===== config.mk =====
export PLATFORM = sky130hd
export DESIGN_NAME = pmc_device_flat
export DESIGN_NICKNAME = d
export VERILOG_FILES = /design/src/shared/pmc_pkg.sv /design/src/shared/pmc_link_if.sv /design/src/pmc_device.sv /design/src/flat_wrapper.sv
export SDC_FILE = /design/constraint.sdc
export NUM_CORES = 1
export LEC_CHECK = 0
export CORE_MARGIN = 2
export CORE_UTILIZATION = 47
export DETAILED_ROUTE_END_ITERATION = 8
export DONT_BUFFER_PORTS = 1
export SLEW_MARGIN = 0
export SYNTH_ARGS = -nofsm -noshare
export SYNTH_HDL_FRONTEND = slang
export SYNTH_SLANG_ARGS = --single-unit

===== constraint.sdc =====
create_clock -name clock -period 6.9 [get_ports clock]
set_clock_uncertainty 0.2 [all_clocks]
set_input_delay 0.345 -clock clock [delete_from_list [all_inputs] [get_ports clock]]
set_output_delay 0.345 -clock clock [all_outputs]
set_load 0.02 [all_outputs]

===== src/shared/pmc_pkg.sv =====
// Command codes, field layouts, reset values and timing for the regulator command set
`default_nettype none
package pmc_pkg;
	localparam logic [7:0] CMD_CLEAR_FAULTS = 8'h03;
	localparam logic [7:0] CMD_STORE_ALL = 8'h15;
	localparam logic [7:0] CMD_STATUS_BYTE = 8'h78;
	localparam logic [7:0] CMD_STATUS_WORD = 8'h79;
	localparam logic [7:0] CMD_STATUS_CML = 8'h7e;
	localparam logic [7:0] CMD_STATUS_MFR = 8'h80;
	localparam logic [7:0] CMD_MAKER_ID = 8'h99;
	localparam logic [7:0] CMD_MODEL_ID = 8'h9a;
	localparam logic [7:0] CMD_PRODUCT_REV = 8'h9b;
	localparam logic [7:0] CMD_UNIT_SERIAL = 8'h9e;
	localparam logic [7:0] CMD_VOUT_FLOOR = 8'ha4;
	localparam logic [7:0] CMD_VOUT_CEIL = 8'ha5;
	localparam logic [7:0] CMD_CHIP_TYPE = 8'had;
	localparam logic [7:0] CMD_CHIP_REV = 8'hae;
	localparam logic [7:0] CMD_OC_RESPONSE = 8'hc4;
	localparam logic [7:0] CMD_OC_LIMIT = 8'hc5;
	localparam logic [7:0] CMD_PCT_THRESH = 8'hc6;
	localparam logic [15:0] VOUT_FLOOR_VALUE = 16'h0100;
	localparam logic [15:0] VOUT_CEIL_VALUE = 16'h0b01;
	localparam logic [15:0] OC_LIMIT_RESET = 16'he340;
	localparam logic [15:0] PCT_THRESH_RESET = 16'h06e0;
	localparam logic [15:0] PCT_THRESH_MASK = 16'h0ff8;
	localparam logic [7:0] OC_RESPONSE_RESET = 8'h80;
	localparam logic [7:0] IDENTITY_RESET = 8'h00;
	localparam logic [7:0] BLOCK_COUNT = 8'h01;
	localparam logic [4:0] OC_LIMIT_EXP = 5'h1c;
	localparam logic [1:0] LEN_NONE = 2'h0;
	localparam logic [1:0] LEN_BYTE = 2'h1;
	localparam logic [1:0] LEN_WORD = 2'h2;
	localparam int ACT_LO = 6;
	localparam int RETRY_LO = 3;
	localparam int DELAY_LO = 0;
	localparam int LIMIT_EXP_LO = 11;
	localparam int PCT_FAULT_LO = 9;
	localparam int PCT_WARN_LO = 6;
	localparam int PCT_UV_LO = 3;
	localparam logic [1:0] ACT_HOLD = 2'h0;
	localparam logic [1:0] ACT_UV_STOP = 2'h1;
	localparam logic [1:0] ACT_DELAY = 2'h2;
	localparam logic [1:0] ACT_SHUTDOWN = 2'h3;
	localparam logic [2:0] RETRY_LATCH = 3'h0;
	localparam logic [2:0] RETRY_HICCUP = 3'h7;
	localparam int CML_BAD_CMD = 7;
	localparam int CML_BAD_DATA = 6;
	localparam int MFR_OCP_AVG = 7;
	localparam int WORD_IOUT = 14;
	localparam int BYTE_CML = 1;
	localparam int BYTE_NOTA = 0;
	localparam int CLOCK_MHZ = 125;
	localparam int CYCLES_PER_US = CLOCK_MHZ;
	localparam int HICCUP_MS = 1000;
	localparam int HICCUP_CYCLES = HICCUP_MS * 1000 * CYCLES_PER_US;
	localparam int DELAY_MIN_US [8] = '{160, 320, 640, 1280, 2560, 5120, 9600, 10080};
	localparam int PCT_FAULT_BASE = 110;
	localparam int PCT_FAULT_STEP = 2;
	localparam int PCT_WARN_BASE = 102;
	localparam int PCT_WARN_STEP = 2;
	localparam int PCT_UV_BASE = 55;
	localparam int PCT_UV_STEP = 5;
	localparam logic [3:0] HOST_CMD_OFS = 4'h0;
	localparam logic [3:0] HOST_WDATA_OFS = 4'h4;
	localparam logic [3:0] HOST_STATUS_OFS = 4'h8;
	localparam logic [3:0] HOST_RDATA_OFS = 4'hc;
	localparam int HOST_WRITE_BIT = 16;
	localparam int HOST_LEN_LO = 8;
	localparam logic [1:0] AXI_OKAY = 2'h0;
	localparam logic [1:0] AXI_SLVERR = 2'h2;
endpackage : pmc_pkg
`default_nettype wire


===== src/shared/pmc_link_if.sv =====
// Command link between the host controller and the regulator command set
`default_nettype none
interface pmc_link_if;
	logic req_valid;
	logic req_ready;
	logic req_write;
	logic [7:0] req_cmd;
	logic [1:0] req_len;
	logic [15:0] req_data;
	logic rsp_valid;
	logic rsp_nack;
	logic [15:0] rsp_data;
	modport device(input req_valid, req_write, req_cmd, req_len, req_data,
		output req_ready, rsp_valid, rsp_nack, rsp_data);
	modport host(output req_valid, req_write, req_cmd, req_len, req_data,
		input req_ready, rsp_valid, rsp_nack, rsp_data);
endinterface : pmc_link_if
`default_nettype wire


===== src/pmc_device.sv =====
// Regulator command set: identity, voltage range, average over-current fault handling
// Overview of operation
// - identity commands use block format, count one
// - store command copies identity bytes to memory
// - floor reads fixed 0100h, read only
// - ceiling reads fixed 0b01h, read only
// - chip type/revision read as one-byte blocks
// - fault sets word, byte, mfr bits, alert
// - fault flag sticky until cleared or output_on_request rises
// - response resets to 80h, storable
// - code 00: keep running, hold current
// - code 01: run unless undervoltage seen
// - code 10: limit for delay, then retry if still limiting
// - code 11: shut down, then retry
// - retry 000: stay off until cleared
// - retry 111: restart every second forever
// - delay code picks limit window length
// - unsupported retry code flags invalid data
// - limit is LINEAR11, resets to E340h
// - limit exponent other than -4 invalid
// - host avoids zero limit; no range check
// - threshold fields: fault, warning, undervoltage
// - thresholds reset to 06E0h
// - host keeps warning<fault, undervoltage lowest
// - status write clears bits set in byte
//
// Design decision made here: the AXI4-Lite interface to the registers.
`default_nettype none
module pmc_device
	import pmc_pkg::*;
#(
	parameter logic [7:0] chip_type_value = 8'h5a,
	parameter logic [7:0] chip_revision_value = 8'h01,
	parameter int unsigned delay_cycles_per_us = CYCLES_PER_US,
	parameter int unsigned hiccup_cycles = HICCUP_CYCLES
) (
	input wire logic clock,
	input wire logic sys_rst,
	input wire logic clk_en,
	pmc_link_if.device link,
	input wire logic [10:0] avg_iout_mantissa,
	input wire logic current_limiting,
	input wire logic output_undervoltage_event,
	input wire logic output_on_request,
	output logic alert_out_n,
	output logic regulator_enable,
	output logic current_limit_hold,
	output logic nvm_store_valid,
	output logic [71:0] nvm_image,
	output logic [2:0] overvoltage_fault_level,
	output logic [2:0] overvoltage_warning_level,
	output logic [2:0] undervoltage_level
);
	typedef enum logic [1:0] {ST_RUN, ST_DELAY, ST_LATCHED, ST_HICCUP} pmc_state_t;

	logic [7:0] ident [4];
	logic [7:0] oc_response;
	logic [15:0] oc_limit;
	logic [15:0] pct_thresh;
	logic ocp_flag;
	logic bad_cmd_flag;
	logic bad_data_flag;
	logic on_prev;
	pmc_state_t state;
	pmc_state_t next_state;
	logic [31:0] count;
	logic [31:0] next_count;
	logic [15:0] rd_value;
	logic rd_known;

	// The link stalls only while clk_en is low; the response always follows one enabled cycle later
	assign link.req_ready = clk_en;
	wire take = link.req_valid && clk_en;
	wire wr = take && link.req_write;
	wire rd = take && !link.req_write;
	wire [7:0] cmd = link.req_cmd;
	wire [15:0] wdat = link.req_data;

	wire is_ident = cmd == CMD_MAKER_ID || cmd == CMD_MODEL_ID || cmd == CMD_PRODUCT_REV || cmd == CMD_UNIT_SERIAL;
	wire [1:0] ident_idx = cmd == CMD_MAKER_ID ? 2'h0 : cmd == CMD_MODEL_ID ? 2'h1 :
		cmd == CMD_PRODUCT_REV ? 2'h2 : 2'h3;
	wire block_ok = link.req_len == LEN_WORD && wdat[7:0] == BLOCK_COUNT;
	wire [2:0] wr_retry = wdat[RETRY_LO +: 3];
	wire retry_bad = wr_retry != RETRY_LATCH && wr_retry != RETRY_HICCUP;
	wire limit_bad = wdat[LIMIT_EXP_LO +: 5] != OC_LIMIT_EXP || link.req_len != LEN_WORD;
	wire ident_wr = wr && is_ident && block_ok;
	wire resp_wr = wr && cmd == CMD_OC_RESPONSE && link.req_len == LEN_BYTE && !retry_bad;
	wire limit_wr = wr && cmd == CMD_OC_LIMIT && !limit_bad;
	wire pct_wr = wr && cmd == CMD_PCT_THRESH && link.req_len == LEN_WORD;
	wire status_wr = link.req_len == LEN_BYTE;
	wire clr_mfr = wr && cmd == CMD_STATUS_MFR && status_wr;
	wire clr_cml = wr && cmd == CMD_STATUS_CML && status_wr;
	wire store_all = wr && cmd == CMD_STORE_ALL;
	wire wr_bad_data = wr && ((is_ident && !block_ok) || (cmd == CMD_OC_RESPONSE && (retry_bad
		|| link.req_len != LEN_BYTE)) || (cmd == CMD_OC_LIMIT && limit_bad)
		|| (cmd == CMD_PCT_THRESH && link.req_len != LEN_WORD)
		|| ((cmd == CMD_STATUS_MFR || cmd == CMD_STATUS_CML) && !status_wr));
	wire wr_known = is_ident || cmd == CMD_OC_RESPONSE || cmd == CMD_OC_LIMIT || cmd == CMD_PCT_THRESH
		|| cmd == CMD_STATUS_MFR || cmd == CMD_STATUS_CML || cmd == CMD_CLEAR_FAULTS || cmd == CMD_STORE_ALL;
	// Writes to the fixed range and chip identity commands land here too
	wire bad_cmd = (wr && !wr_known) || (rd && !rd_known);
	wire on_rise = output_on_request && !on_prev;
	wire clear_all = (wr && cmd == CMD_CLEAR_FAULTS) || on_rise;

	// Both currents carry exponent -4, so mantissas compare directly
	wire fault_now = avg_iout_mantissa >= oc_limit[10:0];
	wire [1:0] act = oc_response[ACT_LO +: 2];
	wire [2:0] retry = oc_response[RETRY_LO +: 3];
	wire [2:0] delay_code = oc_response[DELAY_LO +: 3];
	wire [31:0] delay_load = 32'(DELAY_MIN_US[delay_code]) * 32'(delay_cycles_per_us) - 32'h1;
	wire [31:0] hiccup_load = 32'(hiccup_cycles) - 32'h1;
	wire pmc_state_t retry_state = retry == RETRY_HICCUP ? ST_HICCUP : ST_LATCHED;
	wire [31:0] retry_count = retry == RETRY_HICCUP ? hiccup_load : 32'h0;

	wire [7:0] cml_byte = {bad_cmd_flag, bad_data_flag, 6'h0};
	wire [7:0] mfr_byte = {ocp_flag, 7'h0};
	wire [7:0] status_byte = {6'h0, bad_cmd_flag | bad_data_flag, ocp_flag};
	wire [15:0] status_word = {1'b0, ocp_flag, 6'h0, status_byte};

	always_comb begin
		rd_known = 1'b1;
		case (cmd)
			CMD_MAKER_ID, CMD_MODEL_ID, CMD_PRODUCT_REV, CMD_UNIT_SERIAL: rd_value = {ident[ident_idx], BLOCK_COUNT};
			CMD_VOUT_FLOOR: rd_value = VOUT_FLOOR_VALUE;
			CMD_VOUT_CEIL: rd_value = VOUT_CEIL_VALUE;
			CMD_CHIP_TYPE: rd_value = {chip_type_value, BLOCK_COUNT};
			CMD_CHIP_REV: rd_value = {chip_revision_value, BLOCK_COUNT};
			CMD_OC_RESPONSE: rd_value = {8'h0, oc_response};
			CMD_OC_LIMIT: rd_value = oc_limit;
			CMD_PCT_THRESH: rd_value = pct_thresh & PCT_THRESH_MASK;
			CMD_STATUS_BYTE: rd_value = {8'h0, status_byte};
			CMD_STATUS_WORD: rd_value = status_word;
			CMD_STATUS_CML: rd_value = {8'h0, cml_byte};
			CMD_STATUS_MFR: rd_value = {8'h0, mfr_byte};
			default: begin
				rd_value = 16'h0;
				rd_known = 1'b0;
			end
		endcase
	end

	always_comb begin
		next_state = state;
		next_count = count;
		case (state)
			ST_RUN: begin
				if (fault_now && act == ACT_DELAY) begin
					next_state = ST_DELAY;
					next_count = delay_load;
				end else if ((fault_now && act == ACT_SHUTDOWN)
						|| (act == ACT_UV_STOP && (fault_now || ocp_flag) && output_undervoltage_event)) begin
					next_state = retry_state;
					next_count = retry_count;
				end
			end
			ST_DELAY: begin
				if (count != 32'h0) begin
					next_count = count - 32'h1;
				end else if (current_limiting) begin
					next_state = retry_state;
					next_count = retry_count;
				end else begin
					next_state = ST_RUN;
				end
			end
			ST_LATCHED: begin
				if (!ocp_flag) begin
					next_state = ST_RUN;
				end
			end
			ST_HICCUP: begin
				if (!output_on_request || count == 32'h0) begin
					next_state = ST_RUN;
				end else begin
					next_count = count - 32'h1;
				end
			end
			default: next_state = ST_RUN;
		endcase
	end

	for (genvar i = 0; i < 4; i++) begin : g_ident
		always_ff @(posedge clock) begin
			if (sys_rst) begin
				ident[i] <= IDENTITY_RESET;
			end else if (clk_en && ident_wr && ident_idx == 2'(i)) begin
				ident[i] <= wdat[15:8];
			end
		end
	end

	always_ff @(posedge clock) begin
		if (sys_rst) begin
			oc_response <= OC_RESPONSE_RESET;
			oc_limit <= OC_LIMIT_RESET;
			pct_thresh <= PCT_THRESH_RESET;
		end else begin
			if (resp_wr) begin
				oc_response <= wdat[7:0];
			end
			if (limit_wr) begin
				oc_limit <= wdat;
			end
			if (pct_wr) begin
				pct_thresh <= wdat & PCT_THRESH_MASK;
			end
		end
	end

	// Setting wins over a clear arriving in the same cycle
	always_ff @(posedge clock) begin
		if (sys_rst) begin
			ocp_flag <= 1'b0;
			bad_cmd_flag <= 1'b0;
			bad_data_flag <= 1'b0;
			on_prev <= 1'b0;
		end else if (clk_en) begin
			on_prev <= output_on_request;
			ocp_flag <= fault_now || (ocp_flag && !(clear_all || (clr_mfr && wdat[MFR_OCP_AVG])));
			bad_cmd_flag <= bad_cmd || (bad_cmd_flag && !(clear_all || (clr_cml && wdat[CML_BAD_CMD])));
			bad_data_flag <= wr_bad_data
				|| (bad_data_flag && !(clear_all || (clr_cml && wdat[CML_BAD_DATA])));
		end
	end

	always_ff @(posedge clock) begin
		if (sys_rst) begin
			state <= ST_RUN;
			count <= 32'h0;
			regulator_enable <= 1'b0;
			current_limit_hold <= 1'b0;
		end else if (clk_en) begin
			state <= next_state;
			count <= next_count;
			regulator_enable <= output_on_request && (next_state == ST_RUN || next_state == ST_DELAY);
			current_limit_hold <= fault_now && (act == ACT_HOLD || act == ACT_DELAY) && next_state != ST_LATCHED
				&& next_state != ST_HICCUP;
		end
	end

	always_ff @(posedge clock) begin
		if (sys_rst) begin
			nvm_store_valid <= 1'b0;
			nvm_image <= 72'h0;
			link.rsp_valid <= 1'b0;
			link.rsp_nack <= 1'b0;
			link.rsp_data <= 16'h0;
		end else if (clk_en) begin
			nvm_store_valid <= store_all;
			if (store_all) begin
				nvm_image <= {ident[0], ident[1], ident[2], ident[3], oc_response, oc_limit, pct_thresh};
			end
			link.rsp_valid <= take;
			link.rsp_nack <= bad_cmd || wr_bad_data;
			link.rsp_data <= rd ? rd_value : 16'h0;
		end
	end

	assign alert_out_n = !(ocp_flag || bad_cmd_flag || bad_data_flag);
	assign overvoltage_fault_level = pct_thresh[PCT_FAULT_LO +: 3];
	assign overvoltage_warning_level = pct_thresh[PCT_WARN_LO +: 3];
	assign undervoltage_level = pct_thresh[PCT_UV_LO +: 3];
endmodule : pmc_device
`default_nettype wire


===== src/flat_wrapper.sv =====
// flat-port wrapper written by rule: the top's interface ports become plain ports
module pmc_device_flat import pmc_pkg::*;
#(
	parameter logic [7:0] chip_type_value = 8'h5a,
	parameter logic [7:0] chip_revision_value = 8'h01,
	parameter int unsigned delay_cycles_per_us = CYCLES_PER_US,
	parameter int unsigned hiccup_cycles = HICCUP_CYCLES
)
  (clock, sys_rst, clk_en, avg_iout_mantissa, current_limiting, output_undervoltage_event, output_on_request, alert_out_n, regulator_enable, current_limit_hold, nvm_store_valid, nvm_image, overvoltage_fault_level, overvoltage_warning_level, undervoltage_level, link_req_valid, link_req_write, link_req_cmd, link_req_len, link_req_data, link_req_ready, link_rsp_valid, link_rsp_nack, link_rsp_data);
  pmc_link_if link_i ();
  input wire logic clock;
  input wire logic sys_rst;
  input wire logic clk_en;
  input wire logic [10:0] avg_iout_mantissa;
  input wire logic current_limiting;
  input wire logic output_undervoltage_event;
  input wire logic output_on_request;
  output logic alert_out_n;
  output logic regulator_enable;
  output logic current_limit_hold;
  output logic nvm_store_valid;
  output logic [71:0] nvm_image;
  output logic [2:0] overvoltage_fault_level;
  output logic [2:0] overvoltage_warning_level;
  output logic [2:0] undervoltage_level;
  input wire logic [$bits(link_i.req_valid)-1:0] link_req_valid;
  input wire logic [$bits(link_i.req_write)-1:0] link_req_write;
  input wire logic [$bits(link_i.req_cmd)-1:0] link_req_cmd;
  input wire logic [$bits(link_i.req_len)-1:0] link_req_len;
  input wire logic [$bits(link_i.req_data)-1:0] link_req_data;
  output wire logic [$bits(link_i.req_ready)-1:0] link_req_ready;
  output wire logic [$bits(link_i.rsp_valid)-1:0] link_rsp_valid;
  output wire logic [$bits(link_i.rsp_nack)-1:0] link_rsp_nack;
  output wire logic [$bits(link_i.rsp_data)-1:0] link_rsp_data;
  assign link_i.req_valid = link_req_valid;
  assign link_i.req_write = link_req_write;
  assign link_i.req_cmd = link_req_cmd;
  assign link_i.req_len = link_req_len;
  assign link_i.req_data = link_req_data;
  assign link_req_ready = link_i.req_ready;
  assign link_rsp_valid = link_i.rsp_valid;
  assign link_rsp_nack = link_i.rsp_nack;
  assign link_rsp_data = link_i.rsp_data;
  pmc_device #(.chip_type_value(chip_type_value), .chip_revision_value(chip_revision_value), .delay_cycles_per_us(delay_cycles_per_us), .hiccup_cycles(hiccup_cycles)) u_core (.clock(clock), .sys_rst(sys_rst), .clk_en(clk_en), .link(link_i), .avg_iout_mantissa(avg_iout_mantissa), .current_limiting(current_limiting), .output_undervoltage_event(output_undervoltage_event), .output_on_request(output_on_request), .alert_out_n(alert_out_n), .regulator_enable(regulator_enable), .current_limit_hold(current_limit_hold), .nvm_store_valid(nvm_store_valid), .nvm_image(nvm_image), .overvoltage_fault_level(overvoltage_fault_level), .overvoltage_warning_level(overvoltage_warning_level), .undervoltage_level(undervoltage_level));
endmodule

# Yosys cells after proc, flatten, opt, wreduce, memory -nomap -nowiden
# Memories as Yosys holds them, arrays and structs flattened. A register that Yosys moved wholly into a read port is not among the register bits.
# Cells that the tools add are included.
totals:
  inputBits: 45
  rom_bits: 256
  mem_count: 2
  reg_bits: 157
  output_inout_bits: 104
  latchBits: 0
  ram_bits: 32
classes:
  muxes: 41
  addsub: 2
  n_bitwise: 6
  order_cmp: 2
  n_reduce_logical: 106
  eq_ne: 40
  div: 0
  multipliers: 1
  n_shift: 0
memory_table:
  columns: ["name", "words", "word_bits", "read_ports", "rd_ports_with_merged_regs", "wr", "line", "rtl"]
  rows:
  - ["(no name shown)", 8, 32, 1, 0, 0, "pmc_device.sv:110", "wire [31:0] delay_load = 32'(DELAY_MIN_US[delay_code]) * 32'(delay_cycles_per_us) - 32'h1;"]
  - ["u_core.ident", 4, 8, 5, 4, 4, "pmc_device.sv:56", "logic [7:0] ident [4];"]
op_table:
  columns: ["op", "n"]
  rows:
  - ["$mux 32", 7]
  - ["$pmux 16 s12", 1]
  - ["$eq 8x8->1 const B", 12]
  - ["$pmux 32 s3", 1]
  - ["$sub 32x1->32 const B", 2]
  - ["$logic_and 1x1->1", 48]
  - ["$logic_or 1x1->1", 33]
  - ["$logic_not 32->1", 1]
  - ["$mul 32x7->32 const B", 1]
  - ["$mux 8", 4]
  - ["$reduce_bool 32->1", 1]
  - ["$mux 27", 1]
  - ["$eq 8x7->1 const B", 3]
  - ["$mux 1", 17]
  - ["$mux 16", 1]
  - ["$mux 2", 8]
  - ["$reduce_or 15->1", 1]
  - ["$eq 2x2->1 const B", 7]
  - ["$logic_not 1->1", 13]
  - ["$ge 11x11->1", 1]
  - ["$eq 2x1->1 const B", 5]
  - ["$eq 8x1->1 const B", 1]
  - ["$eq 8x2->1 const B", 1]
  - ["$eq 8x5->1 const B", 1]
  - ["other kinds (16)", 27]

# Depth between registers and ports, before layout
# Gate-level depths: netlist of the first run.
depth:
  ltp_word: 15
  ltp_mapped: 20

# Worst setup path after synthesis of the first run
# No wires, ideal clock.
synth_path:
  path_type: "register to register"
  start: "reg u_core.oc_response[2]"
  end: "reg u_core.count[28]"
  t_arrival_ns: 4.747
  synth_period_minus_slack_ns: 5.077
  path_slack_ns: 1.823
  stages_incl_launch_ff: 18
  required_time_ns: 6.571
  path_cell_list: "dfxtp_1 > clkbuf_1 > clkbuf_1 > clkbuf_1 > nand2_1 > fa_1 > inv_1 > fa_1 > fa_1 > inv_1 > fa_1 > inv_1 > ha_1 > nand3_1 > nor4_2 > or3b_1 > a31oi_1 > o32ai_2"
synth_between:
  elab_chain_cells: 8
synth_lines:
  columns: ["item", "line", "rtl"]
  rows:
  - ["start, declared", "pmc_device.sv:57", "logic [7:0] oc_response;"]
  - ["start signal, assigned", "pmc_device.sv:199", "oc_response <= wdat[7:0];"]
  - ["$not 3->4 (implied by the code)", "pmc_device.sv:110", null]
  - ["$mem_v2 8x32", null, null]
  - ["$mux 32 (implied by the code) (2 in a row)", "pmc_device.sv:110", null]
  - ["$mul 32x7->32", "pmc_device.sv:110", null]
  - ["$sub 32x1->32", "pmc_device.sv:110", null]
  - ["$mux 32", "pmc_device.sv:147", "if (fault_now && act == ACT_DELAY) begin"]
  - ["$pmux 32 s3", "pmc_device.sv:145", "case (state)"]
  - ["end signal, assigned", "pmc_device.sv:234", "count <= next_count;"]
  - ["end, declared", "pmc_device.sv:66", "logic [31:0] count;"]
# No other way between the ends. The select of a mux whose other input is x is not followed.
# A chain may end at the register's enable or synchronous reset.

# Worst setup path in the final report of the first run
# Ends and elaborated chain as after synthesis.

==> results of run 1 <==
power by group through the flow:
stage                     clock network, W  registers (W)  logic [W]
after floorplan                          0        0.00119   0.000235
after global placement                   0        0.00120   0.000269
after detailed placement                 0        0.00120   0.000271
after CTS                          0.00105        0.00118   0.000304
after global routing               0.00109        0.00118   0.000339
final                              0.00104        0.00118   0.000308
flip-flops by register name, indices dropped and copies added, names as in the netlist, 2 cells and up:
signal and cells:
u_core.oc_limit 16, u_core.count 32, u_core.oc_response 8, u_core.nvm_image 33
u_core.state 2, nvm_image 32, u_core.link.rsp_data 16, u_core.ident 32
u_core.pct_thresh 9
worst max-delay path: stages, from the launching register on:
cell	delay, ps
dfxtp_1	640
clkinv_1	400
mux2i_1	350
inv_1	130
fa_1	520
inv_1	50
fa_1	470
fa_1	540
inv_1	50
fa_1	410
inv_1	60
ha_1	190
nand3_1	130
nor4_2	360
or3b_1	380
a31oi_1	200
o32ai_2	100
cells in the mapped netlist (5+ instances only):
library cell,number,share of area (%)
o211ai_1,12,0.82
nand3_1,30,1.4
o32ai_1,5,0.40
and2_1,37,2.1
a22oi_1,21,1.4
inv_1,50,1.7
buf_4,9,0.62
nand2_1,215,7.4
nor3_1,32,1.5
o221ai_1,8,0.64
ha_1,58,6.6
xor2_1,14,1.1
nor2_1,103,3.5
edfxtp_1,32,8.8
a21o_1,16,1.1
buf_1,8,0.27
nand2b_1,16,0.91
a32oi_1,10,0.80
fa_1,15,2.7
nor2b_1,14,0.80
clkbuf_1,59,2.0
a31oi_1,12,0.68
a211oi_1,8,0.55
dfxtp_1,157,29
o21ai_0,61,2.8
a21oi_1,150,6.8
xnor2_1,20,1.6
and3_1,14,0.80
buf_2,8,0.36
mux2i_1,35,3.2
or3_1,5,0.28
nor4_1,12,0.68
o22ai_1,13,0.74
logic make-up after synthesis:
kind of cell / synth area share (%)
AO/OA/AOI/OAI: 19.9
XOR/XNOR: 2.71
adder cells (fa/ha/maj): 9.44
buffers and inverters: 5.39
flip-flops: 37.4
multiplexers: 3.29
other: 0.0342
AND/OR/NAND/NOR: 21.8
layer usage:
layer  vias up  wire [µm]  GRT usage, %
met4         0        996          9.61
met5         -          0             0
met1      4632      14300          36.3
met2       339      16500          47.0
met3        64       2680          7.86
li1       4632          -             -
final timing paths:
| kind | slack [ps] | startpoint | to | cells past startpoint |
|---|---|---|---|---|
| worst min-delay path | 10 | link_req_write | u_core.link.rsp_data[15] | 3 |
| worst max register to register | 1580 | u_core.oc_response[2] | u_core.count[28] | 16 |
| worst max-delay path | 1580 | u_core.oc_response[2] | u_core.count[28] | 16 |
| worst min register to register | 280 | u_core.oc_limit[4] | u_core.nvm_image[20] | 2 |
stage by stage:
step / cells / power, W
after floorplan: 1340 / 0.00142
after global placement: 1579 / 0.00147
after detailed placement: 1579 / 0.00147
after CTS: 1634 / 0.00253
after global routing: 1634 / 0.00261
final: 1634 / 0.00252
layout make-up:
cell class	instances	area share, %
Multi-Input combinational cell	1011	52.8
Sequential cell	189	34.3
Clock buffer	17	3.55
Tap cell	313	3.27
Timing Repair Buffer	36	2.88
Inverter	53	1.66
Clock inverter	15	1.58
cell usage in the layout, fill, tap and decap left out, types with 7 or more instances in the layout:
master           n
nor4_1          12
and2_1          37
dlygate4sd3_1   22
nor2b_1         14
dfxtp_1        157
a31oi_1         12
conb_1           7
a21o_1          16
a32oi_1         10
o22ai_1         13
inv_1           50
o221ai_1         8
buf_4           13
o21ai_0         61
nand2b_1        16
ha_1            58
nor3_1          32
o211ai_1        12
xnor2_1         20
edfxtp_1        32
a22oi_1         21
and3_1          13
mux2i_1         35
a211oi_1         8
nor2_1         103
a21oi_1        150
nand3_1         29
xor2_1          14
clkbuf_16       17
nand2_1        215
fa_1            15
timing repair:
item / 4_1_cts / 5_1_grt
endpoints found under the setup margin: 0 / 0
hold buffers: 23 / 0
endpoints found under the hold margin: 169 / 0
==> results.py, run 1 <==
metrics = {
    "place": {
        "placedInstanceArea_mm2": 0.0111,
        "dp_hpwl_mm": 24.0,
        "globalplace.congestion": 0.891,
        "pre_cts_slack_ps": 1580,
        "portBuffers": 0,
    },
    "cells_and_area": {
        "multi_input_area_mm2": 0.00632,
        "diodes": 0,
        "post-route-util_pct": 52.6,
        "nets": 1426,
        "area_delta_synth_final_pct": 9.07,
        "drive_above_1_share_pct": 5.68,
        "num-fill-cells": 2224,
        "fin_area_mm2": 0.0120,
        "seq_area_mm2": 0.00410,
    },
    "clock_tree": {
        "cts-root-buf": "clkbuf_16",
        "cts_buffers": 17,
        "clk_pin_slew_ps": 90,
        "cts_buffer_depth": 2,
        "tritoncts": "built",
        "cts.sinks": 189,
        "insertion_delay_ps": 450,
        "cts_setup_buffers": 0,
        "htreeDepth": 4,
        "cts_resized": 0,
    },
    "die": {
        "row_count": 55,
        "start_util_pct": 48.2,
        "dieHeight_um": 157,
        "core_mm2": 0.0228,
        "ios": 149,
        "die_w_um": 157,
        "die_area_mm2": 0.0246,
    },
    "route": {
        "drc": 0,
        "routedWlPerCell_um": 21.1,
        "drt.antenna.violating_nets": 0,
        "drt_iter0_markers": 838,
        "firstDrtPassIters": 6,
        "vias": 9667,
        "routed_via_density": 5.92,
        "routed_wl_mm": 34.5,
    },
    "power_and_ir_drop": {
        "ir_drop_mv": 0.183,
        "power.switching_w": 0.000773,
        "seqPwrFrac_pct": 46.6,
        "power.share.combinational_pct": 12.2,
        "cellInternalPower_w": 0.00175,
        "power_leakage_nw": 4.67,
        "powerDensity_mw_per_mm2": 211,
        "pwr-share-clk_pct": 41.2,
        "p_sw_share_pct": 30.6,
    },
    "synth": {
        "synth-main-ff-cell": "dfxtp_1",
        "async_reset_ff_share_pct": 0,
        "avgSynthCellArea_um2": 8.23,
        "syn-cell-area_mm2": 0.0110,
        "syn_inst": 1334,
        "synth_warnings": 0,
        "synth_edf_count": 32,
        "ys_ff_latch": 189,
        "yosysSeqAreaShare_pct": 37.4,
        "yosys.cell_types.count": 82,
    },
    "sta": {
        "hold_slack_ps": 11.4,
        "setup_viol": 0,
        "fmax_mhz": 188,
        "period_share_pct": 77.1,
        "finalHoldViolCount": 0,
        "layout_setup_ws_ps": 1580,
        "rsz0062_at_grt": "false",
        "slew_violations": 0,
        "slew_headroom_pct": 16.7,
        "setup-tns-final_ps": 0,
        "tightestPinTransition_ps": 1240,
        "period_minus_slack_ps": 5320,
    },
    "global_route": {
        "grt_max_degree": 127,
        "antenna_found_initial": 0,
        "grt_pass1_wl_mm": 54.3,
        "grt_pass1_vias": 9422,
        "grt_use_total_pct": 28.6,
        "grt.overflow.total": 0,
    },
    "worst_setup_path": {
        "start_kind": "register",
        "critPathArrivalTime_ps": 5450,
        "path_class": "register to register",
        "critPathCaptureType": "register",
        "path_max_fanout": 14,
        "cp.required_ps": 7030,
    },
    "worst_hold_path": {
        "worst_hold_path_type": "input port to register",
    },
    "flow_run": {
        "maxCapViolCount": 0,
    },
    "status": {
        "status": "complete, no violations",
    },
}
No activity file was read; power rests on OpenSTA's default activity.
==> inputs of run 2 (changes only) <==
Clock period 6.9 ns to 4.9 ns, I/O delays scaled along.
==> run 2 against run 1 <==
Effect of this change:
- non-clock buffer count is 25 higher
- cell count grew 1.5%
- design area increased by 1.9%
- clock-buffer cell count up 1
- sequential power grew 40%
- register-to-register slack got worse by 1400 ps
- via count grew 2.2%
- critical path depth is 2 higher
- first-iteration DRC count increased by 35%
- core utilization increased by 0.98 points
- largest cell class unchanged
==> results.py, run 2 (same netlist as run 1, synthesis figures left out) <==
metrics = {
    "clock_tree": {
        "cts.sinks": 189,
        "clk_pin_slew_ps": 80,
        "cts_buffer_depth": 2,
        "cts_buffers": 17,
        "cts_setup_buffers": 0,
        "insertion_delay_ps": 450,
        "cts-root-buf": "clkbuf_16",
        "tritoncts": "built",
        "htreeDepth": 4,
    },
    "cells_and_area": {
        "layout_commonest_cell": "nand2_1",
        "diodes": 0,
        "regMostFlops": "u_core.nvm_image",
        "largest_register_ffs": 33,
        "fin_area_mm2": 0.0122,
        "area_delta_synth_final_pct": 11.1,
        "final_cell_mix": "nand2_1, dfxtp_1, a21oi_1, nor2_1, o21ai_0",
        "nets": 1451,
        "drive_above_1_share_pct": 7.80,
        "post-route-util_pct": 53.6,
    },
    "place": {
        "globalplace.congestion": 0.889,
        "portBuffers": 0,
        "pre_cts_slack_ps": 32.6,
        "placedInstanceArea_mm2": 0.0113,
        "dp_hpwl_mm": 23.9,
    },
    "worst_setup_path": {
        "cp.required_ps": 5010,
        "crit_slowest_cell": "fa_1",
        "path_max_fanout": 7,
        "critPathCaptureType": "register",
        "r2r_setup_slack_ps": 190,
        "critPathMostFrequentCell": "fa_1",
        "r2r-end": "u_core.count[31]",
        "cpPeakStageDelay_ps": 540,
        "ff2ff_path_depth": 18,
        "rr_startpoint": "u_core.oc_response[0]",
        "critPathArrivalTime_ps": 4820,
        "path_cells": "inv_2 -> ha_2 -> nor2_1 -> a21oi_2 -> inv_1 -> fa_1 -> inv_1 -> fa_1 -> fa_1 -> inv_1 -> fa_1 -> nor2b_2 -> a21o_1 -> a21o_1 -> a31oi_1 -> or4_1 -> a32oi_1 -> o22ai_1",
        "path_class": "register to register",
        "start_kind": "register",
    },
    "status": {
        "status": "complete, no violations",
    },
    "worst_hold_path": {
        "worst_hold_path_type": "input port to register",
        "hold_depth": 4,
        "whs_endpoint": "u_core.state[1]",
        "hold_path.startpoint": "output_undervoltage_event",
    },
    "power_and_ir_drop": {
        "ir_drop_mv": 0.222,
        "p_total_w": 0.00351,
        "powerDensity_mw_per_mm2": 288,
        "power_leakage_nw": 4.78,
    },
    "die": {
        "core_mm2": 0.0228,
        "start_util_pct": 48.2,
        "dieHeight_um": 157,
        "ios": 149,
        "die_w_um": 157,
        "row_count": 55,
        "die_area_mm2": 0.0246,
    },
    "sta": {
        "rsz0062_at_grt": "true",
        "slew_violations": 0,
        "fmax_mhz": 212,
        "layout_setup_ws_ps": 192,
        "setup_viol": 0,
        "period_minus_slack_ps": 4710,
        "setup-tns-final_ps": 0,
        "finalHoldViolCount": 0,
        "period_share_pct": 96.1,
        "slew_headroom_pct": 20.0,
        "tightestPinTransition_ps": 1190,
    },
    "route": {
        "routed_via_density": 5.95,
        "firstDrtPassIters": 9,
        "drc": 0,
        "drt_iter0_markers": 1131,
        "vias": 9876,
        "routedWlPerCell_um": 20.6,
        "drt.antenna.violating_nets": 0,
        "routed_wl_mm": 34.2,
    },
    "global_route": {
        "grt_use_total_pct": 27.9,
        "grt_max_degree": 129,
        "grt_pass1_wl_mm": 53.0,
        "antenna_found_initial": 1,
        "grt_pass1_vias": 9193,
        "grt.overflow.total": 0,
    },
    "flow_run": {
        "maxCapViolCount": 0,
    },
}
run 2: cell count changes in the layout (fill, tap and decap cells not counted), moves of 2 or more:
cell / change
buf_4: +21
dlygate4sd3_1: +4
ha_1: -4
dfxtp_1: -2
dfxtp_4: +2
ha_2: +2
ha_4: +2
inv_12: -2
run 2: how the worst max path moves through the flow:
| stage | from | end | slack, ps | depth (start not counted) |
|---|---|---|---|---|
| floorplan | u_core.oc_response[1] | u_core.count[28] | 20 | 18 |
| global placement | u_core.oc_response[0] | u_core.count[28] | 120 | 17 |
| detailed placement | u_core.oc_response[0] | u_core.count[31] | 30 | 17 |
| CTS | u_core.oc_response[0] | u_core.count[31] | 1 | 17 |
| global route | u_core.oc_response[0] | u_core.count[31] | -20 | 18 |
| finish | u_core.oc_response[0] | u_core.count[31] | 190 | 18 |
run 2: critical path, delay by kind of cell (launching register included):
| family | cells | cell delay (ps) |
|---|---|---|
| flip-flops | 1 | 370 |
| buffers and inverters | 4 | 340 |
| AND/OR/NAND/NOR | 3 | 730 |
| adder cells (fa/ha/maj) | 5 | 2200 |
| AO/OA/AOI/OAI | 6 | 750 |
run 2: layout make-up:
class                      count  area [µm²]
sequential                   189        4110
tap                          313         392
multi-input combinational   1011        6350
clock inverter                14         173
inverter                      53         199
timing repair buffer          61         543
clock buffer                  18         429
fill                        2179       10600
run 2: stage by stage:
step | hold WS, ps | cells
after global placement | 127 | 1600
after CTS | 2.09 | 1659
after global routing | 18.2 | 1659
after detailed placement | 129 | 1600
after floorplan | 169 | 1340
final | 13.4 | 1659
run 2: power breakdown:
group	leakage (nW)	total (W)	switching (W)	internal (W)
clock	0.290	0.00142	0.000725	0.000692
sequential	1.57	0.00165	0.0000435	0.00161
combinational	2.92	0.000442	0.000289	0.000154
total	4.78	0.00351	0.00106	0.00246
run 2: what timing repair did:
item	in CTS	in global routing
setup endpoints to repair	0	8
endpoints found under the hold margin	173	0
resized for setup	0	11
hold buffers	27	0
run 2: per-layer routing:
| layer | part of all wire, % | GRT usage (%) | vias up |
|---|---|---|---|
| met3 | 9.1 | 5.62 | 52 |
| met5 | 0.038 | 0 | - |
| met1 | 47 | 41.2 | 4675 |
| li1 | - | - | 4678 |
| met4 | 1.8 | 7.21 | 2 |
| met2 | 43 | 41.4 | 469 |
==> inputs of run 3 (changes only) <==
Settings changed: RECOVER_POWER set to 100, SKIP_CTS_REPAIR_TIMING set to 1.
==> run 3 against run 2 <==
Effect of this change:
- the run now ends with hold timing, capacitance limit, slew limit left
- sequential power about the same
- flip-flop and latch count unchanged
- clock-buffer cell count unchanged
- critical path depth is 1 lower
- via count about the same
- sequential share of layout area up 0.13 points
- first-iteration DRC count decreased by 2.8%
- combinational power barely moved
- critical endpoint unchanged
- highest routed layer unchanged
==> results.py, run 3 (same netlist as run 1, synthesis figures left out) <==
metrics = {
    "worst_hold_path": {
        "whs_endpoint": "u_core.state[0]",
        "worst_hold_path_type": "input port to register",
        "hold_depth": 4,
        "hold_path.startpoint": "current_limiting",
    },
    "cells_and_area": {
        "area_delta_synth_final_pct": 10.7,
        "nets": 1450,
        "largest_register_ffs": 33,
        "post-route-util_pct": 53.3,
        "final_cell_mix": "nand2_1, dfxtp_1, a21oi_1, nor2_1, o21ai_0",
        "layout_commonest_cell": "nand2_1",
        "drive_above_1_share_pct": 7.14,
        "regMostFlops": "u_core.nvm_image",
        "diodes": 0,
    },
    "route": {
        "routedWlPerCell_um": 20.7,
        "drc": 0,
        "drt_iter0_markers": 1099,
        "routed_via_density": 5.96,
        "routed_wl_mm": 34.3,
        "drt.antenna.violating_nets": 0,
        "firstDrtPassIters": 5,
        "vias": 9874,
    },
    "clock_tree": {
        "cts.sinks": 189,
        "htreeDepth": 4,
        "tritoncts": "built",
        "clk_pin_slew_ps": 80,
        "cts_buffers": 17,
        "cts-root-buf": "clkbuf_16",
        "cts_buffer_depth": 2,
        "insertion_delay_ps": 450,
    },
    "worst_setup_path": {
        "critPathArrivalTime_ps": 4780,
        "crit_family": "adder cells",
        "r2r_setup_slack_ps": 230,
        "crit_slowest_cell": "fa_1",
        "cp.required_ps": 5010,
        "path_max_fanout": 7,
        "path_class": "register to register",
        "critPathMostFrequentCell": "fa_1",
        "rr_startpoint": "u_core.oc_response[1]",
        "start_kind": "register",
        "cpPeakStageDelay_ps": 540,
        "path_cells": "inv_2 -> ha_2 -> mux2i_1 -> inv_1 -> fa_1 -> inv_1 -> fa_1 -> fa_1 -> inv_1 -> fa_1 -> nor2b_2 -> a21o_1 -> a21o_1 -> a31oi_1 -> or4_1 -> a32oi_1 -> o22ai_1",
        "r2r-end": "u_core.count[31]",
        "critPathBufInv": 4,
        "critPathCaptureType": "register",
        "ff2ff_path_depth": 17,
    },
    "global_route": {
        "grt_max_degree": 134,
        "grt_use_total_pct": 26.8,
        "grt.overflow.total": 0,
        "grt_pass1_vias": 8963,
        "grt_pass1_wl_mm": 51.2,
        "antenna_found_initial": 2,
    },
    "die": {
        "die_area_mm2": 0.0246,
        "ios": 149,
        "die_w_um": 157,
        "dieHeight_um": 157,
        "core_mm2": 0.0228,
        "row_count": 55,
        "start_util_pct": 48.2,
    },
    "sta": {
        "period_share_pct": 95.4,
        "rsz0062_at_grt": "false",
        "period_minus_slack_ps": 4670,
        "slew_headroom_pct": -18.8,
        "setup-tns-final_ps": 0,
        "finalHoldViolCount": 4,
        "slew_violations": 55,
        "fmax_mhz": 214,
        "hold_slack_ps": -17.3,
        "tightestPinTransition_ps": 1760,
        "setup_viol": 0,
    },
    "status": {
        "status": "complete, but fails checks",
        "violations": "hold timing, capacitance limit, slew limit",
    },
    "place": {
        "globalplace.congestion": 0.889,
        "dp_hpwl_mm": 23.9,
        "portBuffers": 0,
    },
    "flow_run": {
        "maxCapViolCount": 2,
    },
    "power_and_ir_drop": {
        "power_leakage_nw": 4.73,
        "powerDensity_mw_per_mm2": 289,
        "ir_drop_mv": 0.220,
    },
}
-- run 3: how the worst max path moves through the flow --
stage / slack [ps] / startpoint / cells after the start / to
final: 230 / u_core.oc_response[1] / 17 / u_core.count[31]
after global routing: 20 / u_core.oc_response[1] / 17 / u_core.count[28]
after CTS: 1 / u_core.oc_response[0] / 17 / u_core.count[31]
after detailed placement: 30 / u_core.oc_response[0] / 17 / u_core.count[31]
after global placement: 120 / u_core.oc_response[0] / 17 / u_core.count[28]
after floorplan: 20 / u_core.oc_response[1] / 18 / u_core.count[28]
-- run 3: metrics by stage --
stage | power (W) | cells | hold slack [ps] | setup slack, ps | cell area, µm²
4_1_cts | 0.00347 | 1632 | -341 | 1.41 | 11900
6_report | 0.00351 | 1658 | -17.3 | 228 | 12200
3_3_place_gp | 0.00207 | 1600 | 127 | 122 | 11300
5_1_grt | 0.00362 | 1658 | -8.81 | 16.9 | 12200
2_1_floorplan | 0.00200 | 1340 | 169 | 15.7 | 11000
3_5_place_dp | 0.00207 | 1600 | 129 | 32.6 | 11300
-- run 3: layout make-up --
| class | count | area (µm²) |
|---|---|---|
| Clock buffer | 18 | 429 |
| Inverter | 53 | 201 |
| Fill cell | 2181 | 10600 |
| Sequential cell | 189 | 4110 |
| Tap cell | 313 | 392 |
| Multi-Input combinational cell | 1011 | 6340 |
| Clock inverter | 14 | 173 |
| Timing Repair Buffer | 60 | 508 |
-- run 3: routing by layer --
| metal | share of wire [%] | global-route usage (%) |
|---|---|---|
| met1 | 46 | 39.1 |
| met2 | 43 | 40.1 |
| met3 | 9.0 | 5.79 |
| met4 | 1.4 | 6.60 |
| met5 | 0.038 | 0 |
-- run 3: worst reg2reg max path, cell delays in order (launching register included) --
cell and delay, ps:
dfxtp_4 390, inv_2 80, ha_2 200, mux2i_1 190, inv_1 110, fa_1 500
inv_1 50, fa_1 460, fa_1 540, inv_1 60, fa_1 490, nor2b_2 140
a21o_1 100, a21o_1 140, a31oi_1 70, or4_1 530, a32oi_1 210, o22ai_1 100
-- run 3: power by group --
| group | total (W) | switching, W | internal (W) |
|---|---|---|---|
| clock | 0.00142 | 0.000726 | 0.000693 |
| combinational | 0.000439 | 0.000288 | 0.000151 |
| sequential | 0.00165 | 0.0000438 | 0.00161 |
| total | 0.00351 | 0.00106 | 0.00245 |
